File: src/pcsd_pkg.sv
// Constants shared by the port chip-select decoder files.
`default_nettype none
package pcsd_pkg;
  // ---------------------------------------------------------------
  // Register addresses on the special function register bus
  // ---------------------------------------------------------------
  localparam logic [7:0] ADDR_POLARITY  = 8'hAE;
  localparam logic [7:0] ADDR_CFG_LOW   = 8'hC2;
  localparam logic [7:0] ADDR_CFG_HIGH  = 8'hC3;
  localparam logic [7:0] ADDR_PORT_DATA = 8'hD8;
  localparam logic [7:0] ADDR_P0_BASE_L = 8'h84;
  localparam logic [7:0] ADDR_P0_BASE_H = 8'h85;
  localparam logic [7:0] ADDR_P1_BASE_L = 8'h94;
  localparam logic [7:0] ADDR_P1_BASE_H = 8'h95;
  localparam logic [7:0] ADDR_P2_BASE_L = 8'hAC;
  localparam logic [7:0] ADDR_P2_BASE_H = 8'hAD;
  localparam logic [7:0] ADDR_P3_BASE_L = 8'hB4;
  localparam logic [7:0] ADDR_P3_BASE_H = 8'hB5;
  // ---------------------------------------------------------------
  // Reset values and field layout
  // ---------------------------------------------------------------
  localparam logic [7:0] RST_PORT_DATA  = 8'hFF;
  localparam logic [7:0] RST_ZERO       = 8'h00;
  localparam logic [3:0] RST_PINS       = 4'hF;
  localparam logic [7:0] POLARITY_MASK  = 8'hFC;
  localparam int         POL_LSB        = 4;
  localparam int         NUM_PINS       = 4;
  localparam int         FIELD_W        = 2;
  localparam int         BASE_W         = 16;

  typedef enum logic [1:0] {
    PCSD_FN_GPIO  = 2'b00,
    PCSD_FN_READ  = 2'b01,
    PCSD_FN_WRITE = 2'b10,
    PCSD_FN_BOTH  = 2'b11
  } pcsd_func_t;

  typedef enum logic [1:0] {
    PCSD_LEN_16 = 2'b00,
    PCSD_LEN_15 = 2'b01,
    PCSD_LEN_14 = 2'b10,
    PCSD_LEN_8  = 2'b11
  } pcsd_len_t;
endpackage : pcsd_pkg
`default_nettype wire

File: src/pcsd_cfg_if.sv
// Per-pin configuration carried from the register file to the decoder.
`timescale 1ns/10ps
`default_nettype none
interface pcsd_cfg_if;
  logic [3:0][1:0]  func;
  logic [3:0][1:0]  matchLen;
  logic [3:0]       activeHigh;
  logic [3:0][15:0] base;
  logic [3:0]       strobe;

  modport regs (output func, output matchLen, output activeHigh,
                output base);
  modport dec  (input func, input matchLen, input activeHigh,
                input base, output strobe);
endinterface : pcsd_cfg_if
`default_nettype wire

File: src/pcsd_strobe_dec.sv
// Address compare and strobe generation for the four port pins.
`timescale 1ns/10ps
`default_nettype none
module pcsd_strobe_dec (
  input  wire logic  [15:0] busAddr,
  input  wire logic         busRead,
  input  wire logic         busWrite,
  pcsd_cfg_if.dec           cfg
);
  // -------------------------------------------------------------
  // One comparator per pin
  // -------------------------------------------------------------
  genvar i;
  generate
    for (i = 0; i < pcsd_pkg::NUM_PINS; i++) begin : gPin
      logic [15:0] careMask;
      logic        hit;
      logic        rdSel;
      logic        wrSel;
      assign careMask =
        (cfg.matchLen[i] == pcsd_pkg::PCSD_LEN_16) ? 16'hFFFF :
        (cfg.matchLen[i] == pcsd_pkg::PCSD_LEN_15) ? 16'hFFFE :
        (cfg.matchLen[i] == pcsd_pkg::PCSD_LEN_14) ? 16'hFFFC :
                                                     16'hFF00;
      assign hit = ((busAddr ^ cfg.base[i]) & careMask) == 16'h0000;
      assign rdSel = cfg.func[i] == pcsd_pkg::PCSD_FN_READ
                  || cfg.func[i] == pcsd_pkg::PCSD_FN_BOTH;
      assign wrSel = cfg.func[i] == pcsd_pkg::PCSD_FN_WRITE
                  || cfg.func[i] == pcsd_pkg::PCSD_FN_BOTH;
      // Active in the same cycle as the bus strobe it follows.
      assign cfg.strobe[i] = hit && ((rdSel && busRead)
                                  || (wrSel && busWrite));
    end
  endgenerate
endmodule // pcsd_strobe_dec
`default_nettype wire

File: src/pcsd_port.sv
// Four-pin port with general output and address-decoded chip selects.
//
// Function
// - Function 00 drives pin from data bit.
// - Function 01 strobes on matching reads.
// - Function 10 strobes on matching writes.
// - Function 11 strobes on reads and writes.
// - Length 00 compares all sixteen address bits.
// - Length 01 ignores address bit 0.
// - Length 10 ignores address bits 1:0.
// - Length 11 ignores low address byte.
// - High config holds pins 3 and 2.
// - Low config holds pins 1 and 0.
// - Pin 3 polarity bit 7, one active high.
// - Bits 6:4 set polarity, pins 2 to 0.
// - Base address split in high/low bytes.
// - Data bits 3:0 drive general pins.
// - Matching write pulses a write strobe pin.
// - Strobe pin trails bus read/write signal by one clock.
`timescale 1ns/10ps
`default_nettype none
module pcsd_port (
  input  wire logic       sys_clk,
  input  wire logic       reset,
  input  wire logic       sfrWrite,
  input  wire logic       sfrRead,
  input  wire logic [7:0] sfrAddr,
  input  wire logic [7:0] sfrWdata,
  output logic      [7:0] sfrRdata,
  input  wire logic [15:0] busAddr,
  input  wire logic       busRead,
  input  wire logic       busWrite,
  output logic      [3:0] portPin
);
  // -------------------------------------------------------------
  // Register file
  // -------------------------------------------------------------
  logic [7:0] polarity_reg;
  logic [7:0] cfgLow_reg;
  logic [7:0] cfgHigh_reg;
  logic [7:0] portData_reg;
  logic [7:0] baseLow_reg  [4];
  logic [7:0] baseHigh_reg [4];
  logic [7:0] sfrRdata_next;
  logic [3:0] portPin_next;
  logic       wrPol;
  logic       wrCfgL;
  logic       wrCfgH;
  logic       wrData;

  pcsd_cfg_if cfg ();

  assign wrPol  = sfrWrite && sfrAddr == pcsd_pkg::ADDR_POLARITY;
  assign wrCfgL = sfrWrite && sfrAddr == pcsd_pkg::ADDR_CFG_LOW;
  assign wrCfgH = sfrWrite && sfrAddr == pcsd_pkg::ADDR_CFG_HIGH;
  assign wrData = sfrWrite && sfrAddr == pcsd_pkg::ADDR_PORT_DATA;

  always_ff @(posedge sys_clk) begin
    if (reset) begin
      polarity_reg <= pcsd_pkg::RST_ZERO;
      cfgLow_reg   <= pcsd_pkg::RST_ZERO;
      cfgHigh_reg  <= pcsd_pkg::RST_ZERO;
      portData_reg <= pcsd_pkg::RST_PORT_DATA;
    end else begin
      if (wrPol)
        polarity_reg <= sfrWdata & pcsd_pkg::POLARITY_MASK;
      if (wrCfgL)
        cfgLow_reg <= sfrWdata;
      if (wrCfgH)
        cfgHigh_reg <= sfrWdata;
      if (wrData)
        portData_reg <= sfrWdata;
    end
  end

  // Base byte addresses differ per pin, so they are listed in a table.
  localparam logic [7:0] BASE_L_ADDR [4] = '{pcsd_pkg::ADDR_P0_BASE_L,
    pcsd_pkg::ADDR_P1_BASE_L, pcsd_pkg::ADDR_P2_BASE_L,
    pcsd_pkg::ADDR_P3_BASE_L};
  localparam logic [7:0] BASE_H_ADDR [4] = '{pcsd_pkg::ADDR_P0_BASE_H,
    pcsd_pkg::ADDR_P1_BASE_H, pcsd_pkg::ADDR_P2_BASE_H,
    pcsd_pkg::ADDR_P3_BASE_H};

  genvar p;
  generate
    for (p = 0; p < pcsd_pkg::NUM_PINS; p++) begin : gBase
      logic wrL;
      logic wrH;
      assign wrL = sfrWrite && sfrAddr == BASE_L_ADDR[p];
      assign wrH = sfrWrite && sfrAddr == BASE_H_ADDR[p];
      always_ff @(posedge sys_clk) begin
        if (reset) begin
          baseLow_reg[p]  <= pcsd_pkg::RST_ZERO;
          baseHigh_reg[p] <= pcsd_pkg::RST_ZERO;
        end else begin
          if (wrL)
            baseLow_reg[p] <= sfrWdata;
          if (wrH)
            baseHigh_reg[p] <= sfrWdata;
        end
      end
      assign cfg.base[p] = {baseHigh_reg[p], baseLow_reg[p]};
      assign cfg.activeHigh[p] =
        polarity_reg[pcsd_pkg::POL_LSB + p];
    end
  endgenerate

  assign cfg.func[3]     = cfgHigh_reg[7:6];
  assign cfg.matchLen[3] = cfgHigh_reg[5:4];
  assign cfg.func[2]     = cfgHigh_reg[3:2];
  assign cfg.matchLen[2] = cfgHigh_reg[1:0];
  assign cfg.func[1]     = cfgLow_reg[7:6];
  assign cfg.matchLen[1] = cfgLow_reg[5:4];
  assign cfg.func[0]     = cfgLow_reg[3:2];
  assign cfg.matchLen[0] = cfgLow_reg[1:0];

  // -------------------------------------------------------------
  // Address decoder
  // -------------------------------------------------------------
  pcsd_strobe_dec uDec (
    .busAddr  (busAddr),
    .busRead  (busRead),
    .busWrite (busWrite),
    .cfg      (cfg.dec)
  );

  // -------------------------------------------------------------
  // Pin drivers
  // -------------------------------------------------------------
  // The pins are registered, so a strobe trails its bus signal by one
  // clock; the bus signals are expected to come from this clock domain.
  generate
    for (p = 0; p < pcsd_pkg::NUM_PINS; p++) begin : gPinOut
      assign portPin_next[p] =
        (cfg.func[p] == pcsd_pkg::PCSD_FN_GPIO) ? portData_reg[p]
        : (cfg.strobe[p] ~^ cfg.activeHigh[p]);
    end
  endgenerate

  always_comb begin
    case (sfrAddr)
      pcsd_pkg::ADDR_POLARITY:  sfrRdata_next = polarity_reg;
      pcsd_pkg::ADDR_CFG_LOW:   sfrRdata_next = cfgLow_reg;
      pcsd_pkg::ADDR_CFG_HIGH:  sfrRdata_next = cfgHigh_reg;
      pcsd_pkg::ADDR_PORT_DATA: sfrRdata_next = portData_reg;
      pcsd_pkg::ADDR_P0_BASE_L: sfrRdata_next = baseLow_reg[0];
      pcsd_pkg::ADDR_P0_BASE_H: sfrRdata_next = baseHigh_reg[0];
      pcsd_pkg::ADDR_P1_BASE_L: sfrRdata_next = baseLow_reg[1];
      pcsd_pkg::ADDR_P1_BASE_H: sfrRdata_next = baseHigh_reg[1];
      pcsd_pkg::ADDR_P2_BASE_L: sfrRdata_next = baseLow_reg[2];
      pcsd_pkg::ADDR_P2_BASE_H: sfrRdata_next = baseHigh_reg[2];
      pcsd_pkg::ADDR_P3_BASE_L: sfrRdata_next = baseLow_reg[3];
      pcsd_pkg::ADDR_P3_BASE_H: sfrRdata_next = baseHigh_reg[3];
      default:                  sfrRdata_next = 8'h00;
    endcase
  end

  always_ff @(posedge sys_clk) begin
    if (reset) begin
      portPin  <= pcsd_pkg::RST_PINS;
      sfrRdata <= pcsd_pkg::RST_ZERO;
    end else begin
      portPin  <= portPin_next;
      sfrRdata <= sfrRead ? sfrRdata_next : 8'h00;
    end
  end
endmodule // pcsd_port
`default_nettype wire

File: config.mk
export PLATFORM = sky130hd
export DESIGN_NAME = pcsd_port
export DESIGN_NICKNAME = d
export VERILOG_FILES = /design/src/pcsd_pkg.sv /design/src/pcsd_cfg_if.sv /design/src/pcsd_strobe_dec.sv /design/src/pcsd_port.sv
export SDC_FILE = /design/constraint.sdc
export NUM_CORES = 1
export LEC_CHECK = 0
export BUFFER_PORTS_ARGS = -buffer_cell sky130_fd_sc_hd__clkbuf_2
export CAP_MARGIN = 20
export CELL_PAD_IN_SITES_DETAIL_PLACEMENT = 0
export CELL_PAD_IN_SITES_GLOBAL_PLACEMENT = 1
export CORE_ASPECT_RATIO = 2
export CORE_MARGIN = 4
export CORE_UTILIZATION = 45
export DETAILED_ROUTE_END_ITERATION = 8
export PLACE_DENSITY = 0.77
export SLEW_MARGIN = 30
export SYNTH_ARGS = -nofsm -noshare
export SYNTH_HDL_FRONTEND = slang
export SYNTH_SLANG_ARGS = --single-unit
File: constraint.sdc
create_clock -name sys_clk -period 6.8 [get_ports sys_clk]
set_clock_uncertainty 0.2 [all_clocks]
set_input_delay 0.68 -clock sys_clk [delete_from_list [all_inputs] [get_ports sys_clk]]
set_output_delay 0.68 -clock sys_clk [all_outputs]
set_load 0.02 [all_outputs]
==> metrics.txt <==
# TYPE chip_impl_metric gauge
chip_impl_info{name="run_status",value="complete, no violations"} 1
chip_impl_metric{name="drv_slew",unit=""} 0
chip_impl_metric{name="filler_cell_count_in_the_final_layout",unit=""} 1187
chip_impl_metric{name="timing.critical_path.buf_inv",unit=""} 1
chip_impl_info{name="critical_path.top_delay_family",value="simple AND/OR/NAND/NOR gates"} 1
chip_impl_metric{name="leakage",unit="nW"} 2.16
chip_impl_metric{name="cap_viol_max_count",unit=""} 0
chip_impl_metric{name="clock_power_share",unit="%"} 36.5
chip_impl_info{name="crit_path_frequent_cell",value="nand2_1"} 1
chip_impl_metric{name="slew_headroom",unit="%"} 44.5
chip_impl_metric{name="cts.clk_slew.worst_paths",unit="ns"} 0.07
chip_impl_metric{name="critical_path.max_stage_delay",unit="ns"} 0.54
chip_impl_metric{name="power_frac_seq",unit="%"} 53.4
chip_impl_metric{name="path_depth",unit=""} 6
chip_impl_metric{name="design.portCount",unit=""} 50
chip_impl_info{name="tritoncts",value="built"} 1
chip_impl_metric{name="wire_length_of_the_first_global_routing_pass",unit="um"} 27200
chip_impl_metric{name="clkLatencyLatePin",unit="ns"} 0.35
chip_impl_metric{name="worst_r2r_path_depth",unit=""} 5
chip_impl_metric{name="critPathMaxFanout",unit=""} 22
chip_impl_metric{name="routed_via_density",unit=""} 6.12
chip_impl_metric{name="placed_cells",unit=""} 709
chip_impl_metric{name="dp.final_hpwl",unit="um"} 13900
chip_impl_metric{name="core",unit="um^2"} 12600
chip_impl_metric{name="drcViolationCount",unit=""} 0
chip_impl_metric{name="die_h",unit="um"} 168
chip_impl_metric{name="p_switching",unit="W"} 0.000347
chip_impl_metric{name="final.period_utilization",unit="%"} 43.9
chip_impl_metric{name="tritoncts.num_buffers",unit=""} 9
chip_impl_metric{name="worst_ep_required_time",unit="ns"} 6.61
chip_impl_metric{name="antenna_found_initial",unit=""} 0
chip_impl_metric{name="synth-edff-count",unit=""} 64
chip_impl_info{name="timing.setup.critical_path_class",value="in2reg"} 1
chip_impl_metric{name="drive_above_1_share",unit="%"} 15.2
chip_impl_metric{name="final_layout_net_count",unit=""} 608
chip_impl_metric{name="p_comb_share",unit="%"} 10.1
chip_impl_metric{name="numPortBuffers",unit=""} 49
chip_impl_metric{name="power_density",unit="nW/um^2"} 213
chip_impl_metric{name="synthesis.area",unit="um^2"} 5760
chip_impl_metric{name="yosysUniqueCellTypes",unit=""} 61
chip_impl_metric{name="synth_seq_cells",unit=""} 106
chip_impl_metric{name="grt_pass1_vias",unit=""} 4543
chip_impl_metric{name="placed_cell_area",unit="um^2"} 6060
chip_impl_metric{name="post_cts.resized_instances",unit=""} 0
chip_impl_info{name="critPathLaunchType",value="input port"} 1
chip_impl_metric{name="postCtsSetupRepairBufs",unit=""} 0
chip_impl_metric{name="setup_viol",unit=""} 0
chip_impl_metric{name="row_count",unit=""} 58
chip_impl_metric{name="routabilityCongestion",unit=""} 0.952
chip_impl_metric{name="routed_vias",unit=""} 4432
chip_impl_metric{name="ys_warn_count",unit=""} 0
chip_impl_metric{name="ctsLongestPathBuffers",unit=""} 2
chip_impl_info{name="critical-path-slowest-cell",value="nand4b_1"} 1
chip_impl_metric{name="grt_start_max_net_pins",unit=""} 48
chip_impl_metric{name="postCtsHoldBufs",unit=""} 0
chip_impl_metric{name="power_report.internal_total",unit="W"} 0.00100
chip_impl_metric{name="area_enclosed_by_the_die_boundary",unit="um^2"} 14800
chip_impl_metric{name="share_of_flip_flops_with_an_asynchronous_set_or_reset",unit="%"} 0
chip_impl_info{name="rsz0062_at_grt",value="no"} 1
chip_impl_metric{name="syn-instance-count",unit=""} 544
chip_impl_metric{name="post_synth.cell_area_avg",unit="um^2"} 10.6
chip_impl_metric{name="max_freq",unit="MHz"} 335
chip_impl_metric{name="drtPass1Iterations",unit=""} 5
chip_impl_info{name="holdCritPathClass",value="reg2reg"} 1
chip_impl_metric{name="hold_depth",unit=""} 2
chip_impl_metric{name="htree_num_levels",unit=""} 3
chip_impl_metric{name="fp.dieW",unit="um"} 88.0
chip_impl_metric{name="netSwitchingFraction",unit="%"} 25.8
chip_impl_metric{name="worst_pin_slew",unit="ns"} 0.831
chip_impl_info{name="critical_path_capture_point_type",value="flop"} 1
chip_impl_metric{name="final_instance_area",unit="um^2"} 6330
chip_impl_info{name="clock_tree.root_cell",value="clkbuf_16"} 1
chip_impl_metric{name="diodes",unit=""} 0
chip_impl_metric{name="final_antenna_net_count",unit=""} 0
chip_impl_metric{name="finalPower",unit="W"} 0.00135
chip_impl_metric{name="initial_utilization",unit="%"} 45.9
chip_impl_info{name="path_cells",value="clkbuf_2 -> and3b_1 -> nand4b_1 -> nor3_1 -> nand2_1 -> nand2_1"} 1
chip_impl_metric{name="grt_usage",unit="%"} 25.7
chip_impl_metric{name="totalWireLength",unit="um"} 18500
chip_impl_info{name="synthFlopType",value="edfxtp_1"} 1
chip_impl_metric{name="hold_violations",unit=""} 0
chip_impl_metric{name="sum_of_overflow_across_all_layers_after_global_routing",unit=""} 0
chip_impl_metric{name="timing.setup.tns",unit="ns"} 0
chip_impl_metric{name="area_growth_syn_to_layout",unit="%"} 9.90
chip_impl_metric{name="vdd.ir_drop.worst",unit="mV"} 0.134
chip_impl_metric{name="timing.final.crit_period",unit="ns"} 2.98
chip_impl_metric{name="drt_iter0_drc",unit=""} 443
chip_impl_metric{name="place_ws",unit="ns"} 3.54
chip_impl_metric{name="wire_per_inst",unit="um"} 25.5
chip_impl_metric{name="timing.critical_path.arrival",unit="ns"} 2.79
chip_impl_metric{name="timing.final.ws_setup",unit="ns"} 3.82
chip_impl_metric{name="fin_cells",unit=""} 724
chip_impl_metric{name="tritoncts_num_sinks",unit=""} 106
chip_impl_metric{name="synth-seq-area-share",unit="%"} 48.0
chip_impl_metric{name="syn-num-nets",unit=""} 582
==> stage by stage <==
step | util (%) | hold WS, ns
6_report | 50.4 | 0.298
5_1_grt | 50.4 | 0.306
4_1_cts | 50.4 | 0.294
3_5_place_dp | 48.2 | 0.271
3_3_place_gp | 48.2 | 0.270
2_1_floorplan | - | 0.242
==> cell type report <==
type                       instances  area (um^2)  share of cell area [%]
clock buffer                       9          225                    3.56
timing repair buffer              52          268                    4.23
tap                              150          188                    2.96
clock inverter                     6         50.0                   0.791
multi-input combinational        399         2830                    44.7
inverter                           2         7.51                   0.119
sequential                       106         2760                    43.6
==> path summary, 6_finish.rpt <==
check / start / to / slack (ns)
worst max-delay path: sfrAddr[5] / baseLow_reg[2][2] / 3.82
worst min-delay path: cfgLow_reg[2] / cfgLow_reg[2] / 0.30
worst max register to register: baseLow_reg[0][7] / portPin[0] / 4.71
worst min register to register: cfgLow_reg[2] / cfgLow_reg[2] / 0.30
==> worst min-delay path: cells and delay by family (launching register included) <==
kind | cells | cell delay, ns
AO/OA/AOI/OAI | 1 | 0.05
flip-flops | 1 | 0.33
AND/OR/NAND/NOR | 1 | 0.06
==> per-layer routing <==
metal  track usage, %  part of all wire, %  vias up
met2             44.9                   53      212
met4             16.5                  7.0        0
met3             4.06                  5.6       57
met5                0                    0        -
met1             27.7                   35     2142
li1                 -                    -     2021
==> placed cells by master (no fill, tap or decap), types with 3 or more instances in the layout <==
cell type  instances
and2_1            66
edfxtp_1          64
nand2_1           51
clkbuf_2          49
dfxtp_1           42
xor2_1            35
mux2i_1           31
a21oi_1           30
xnor2_1           29
nor2_1            22
nand3_1           13
nor4_1            11
clkbuf_16          9
nor3_1             6
a221oi_1           6
a32oi_1            6
and3_1             5
nor3_2             5
a22o_1             5
nand4_1            5
o21ai_1            4
mux4_2             4
nor2b_1            4
a2bb2oi_1          4
a31oi_1            4
o21ai_0            4
a22oi_1            4
mux2_1             3
o31a_1             3
o31ai_1            3
buf_4              3
==> cell families after synthesis <==
kind of cell | synth area share [%]
mux | 7.73
buf+inv | 3.00
flops | 48.0
compound gates | 10.9
simple gates | 20.6
xor+xnor | 9.73
==> cell usage after synthesis, drive strengths merged, types with 5 or more instances <==
cell type  instances  area (um^2)
a32oi              6         52.6
o21ai              8         40.0
mux2i             31          310
nand4              5         31.3
a221oi             6         52.6
buf               19         97.6
clkbuf            18         67.6
nand3             13         65.1
nand2             51          191
xnor2             29          254
edfxtp            64         1920
nor2              23         93.8
dfxtp             42          841
and2              66          413
a22o               5         43.8
and3               5         31.3
nor3              11         80.1
xor2              35          307
a21oi             30          150
nor4              13          111
==> power groups by stage <==
stage	clock network [W]	registers [W]	logic [W]
2_1_floorplan	0	0.000725	0.0000860
3_3_place_gp	0	0.000734	0.000132
3_5_place_dp	0	0.000735	0.000133
4_1_cts	0.000502	0.000720	0.000134
5_1_grt	0.000526	0.000721	0.000143
6_report	0.000492	0.000720	0.000135
Power figures use the tool's default switching activity.
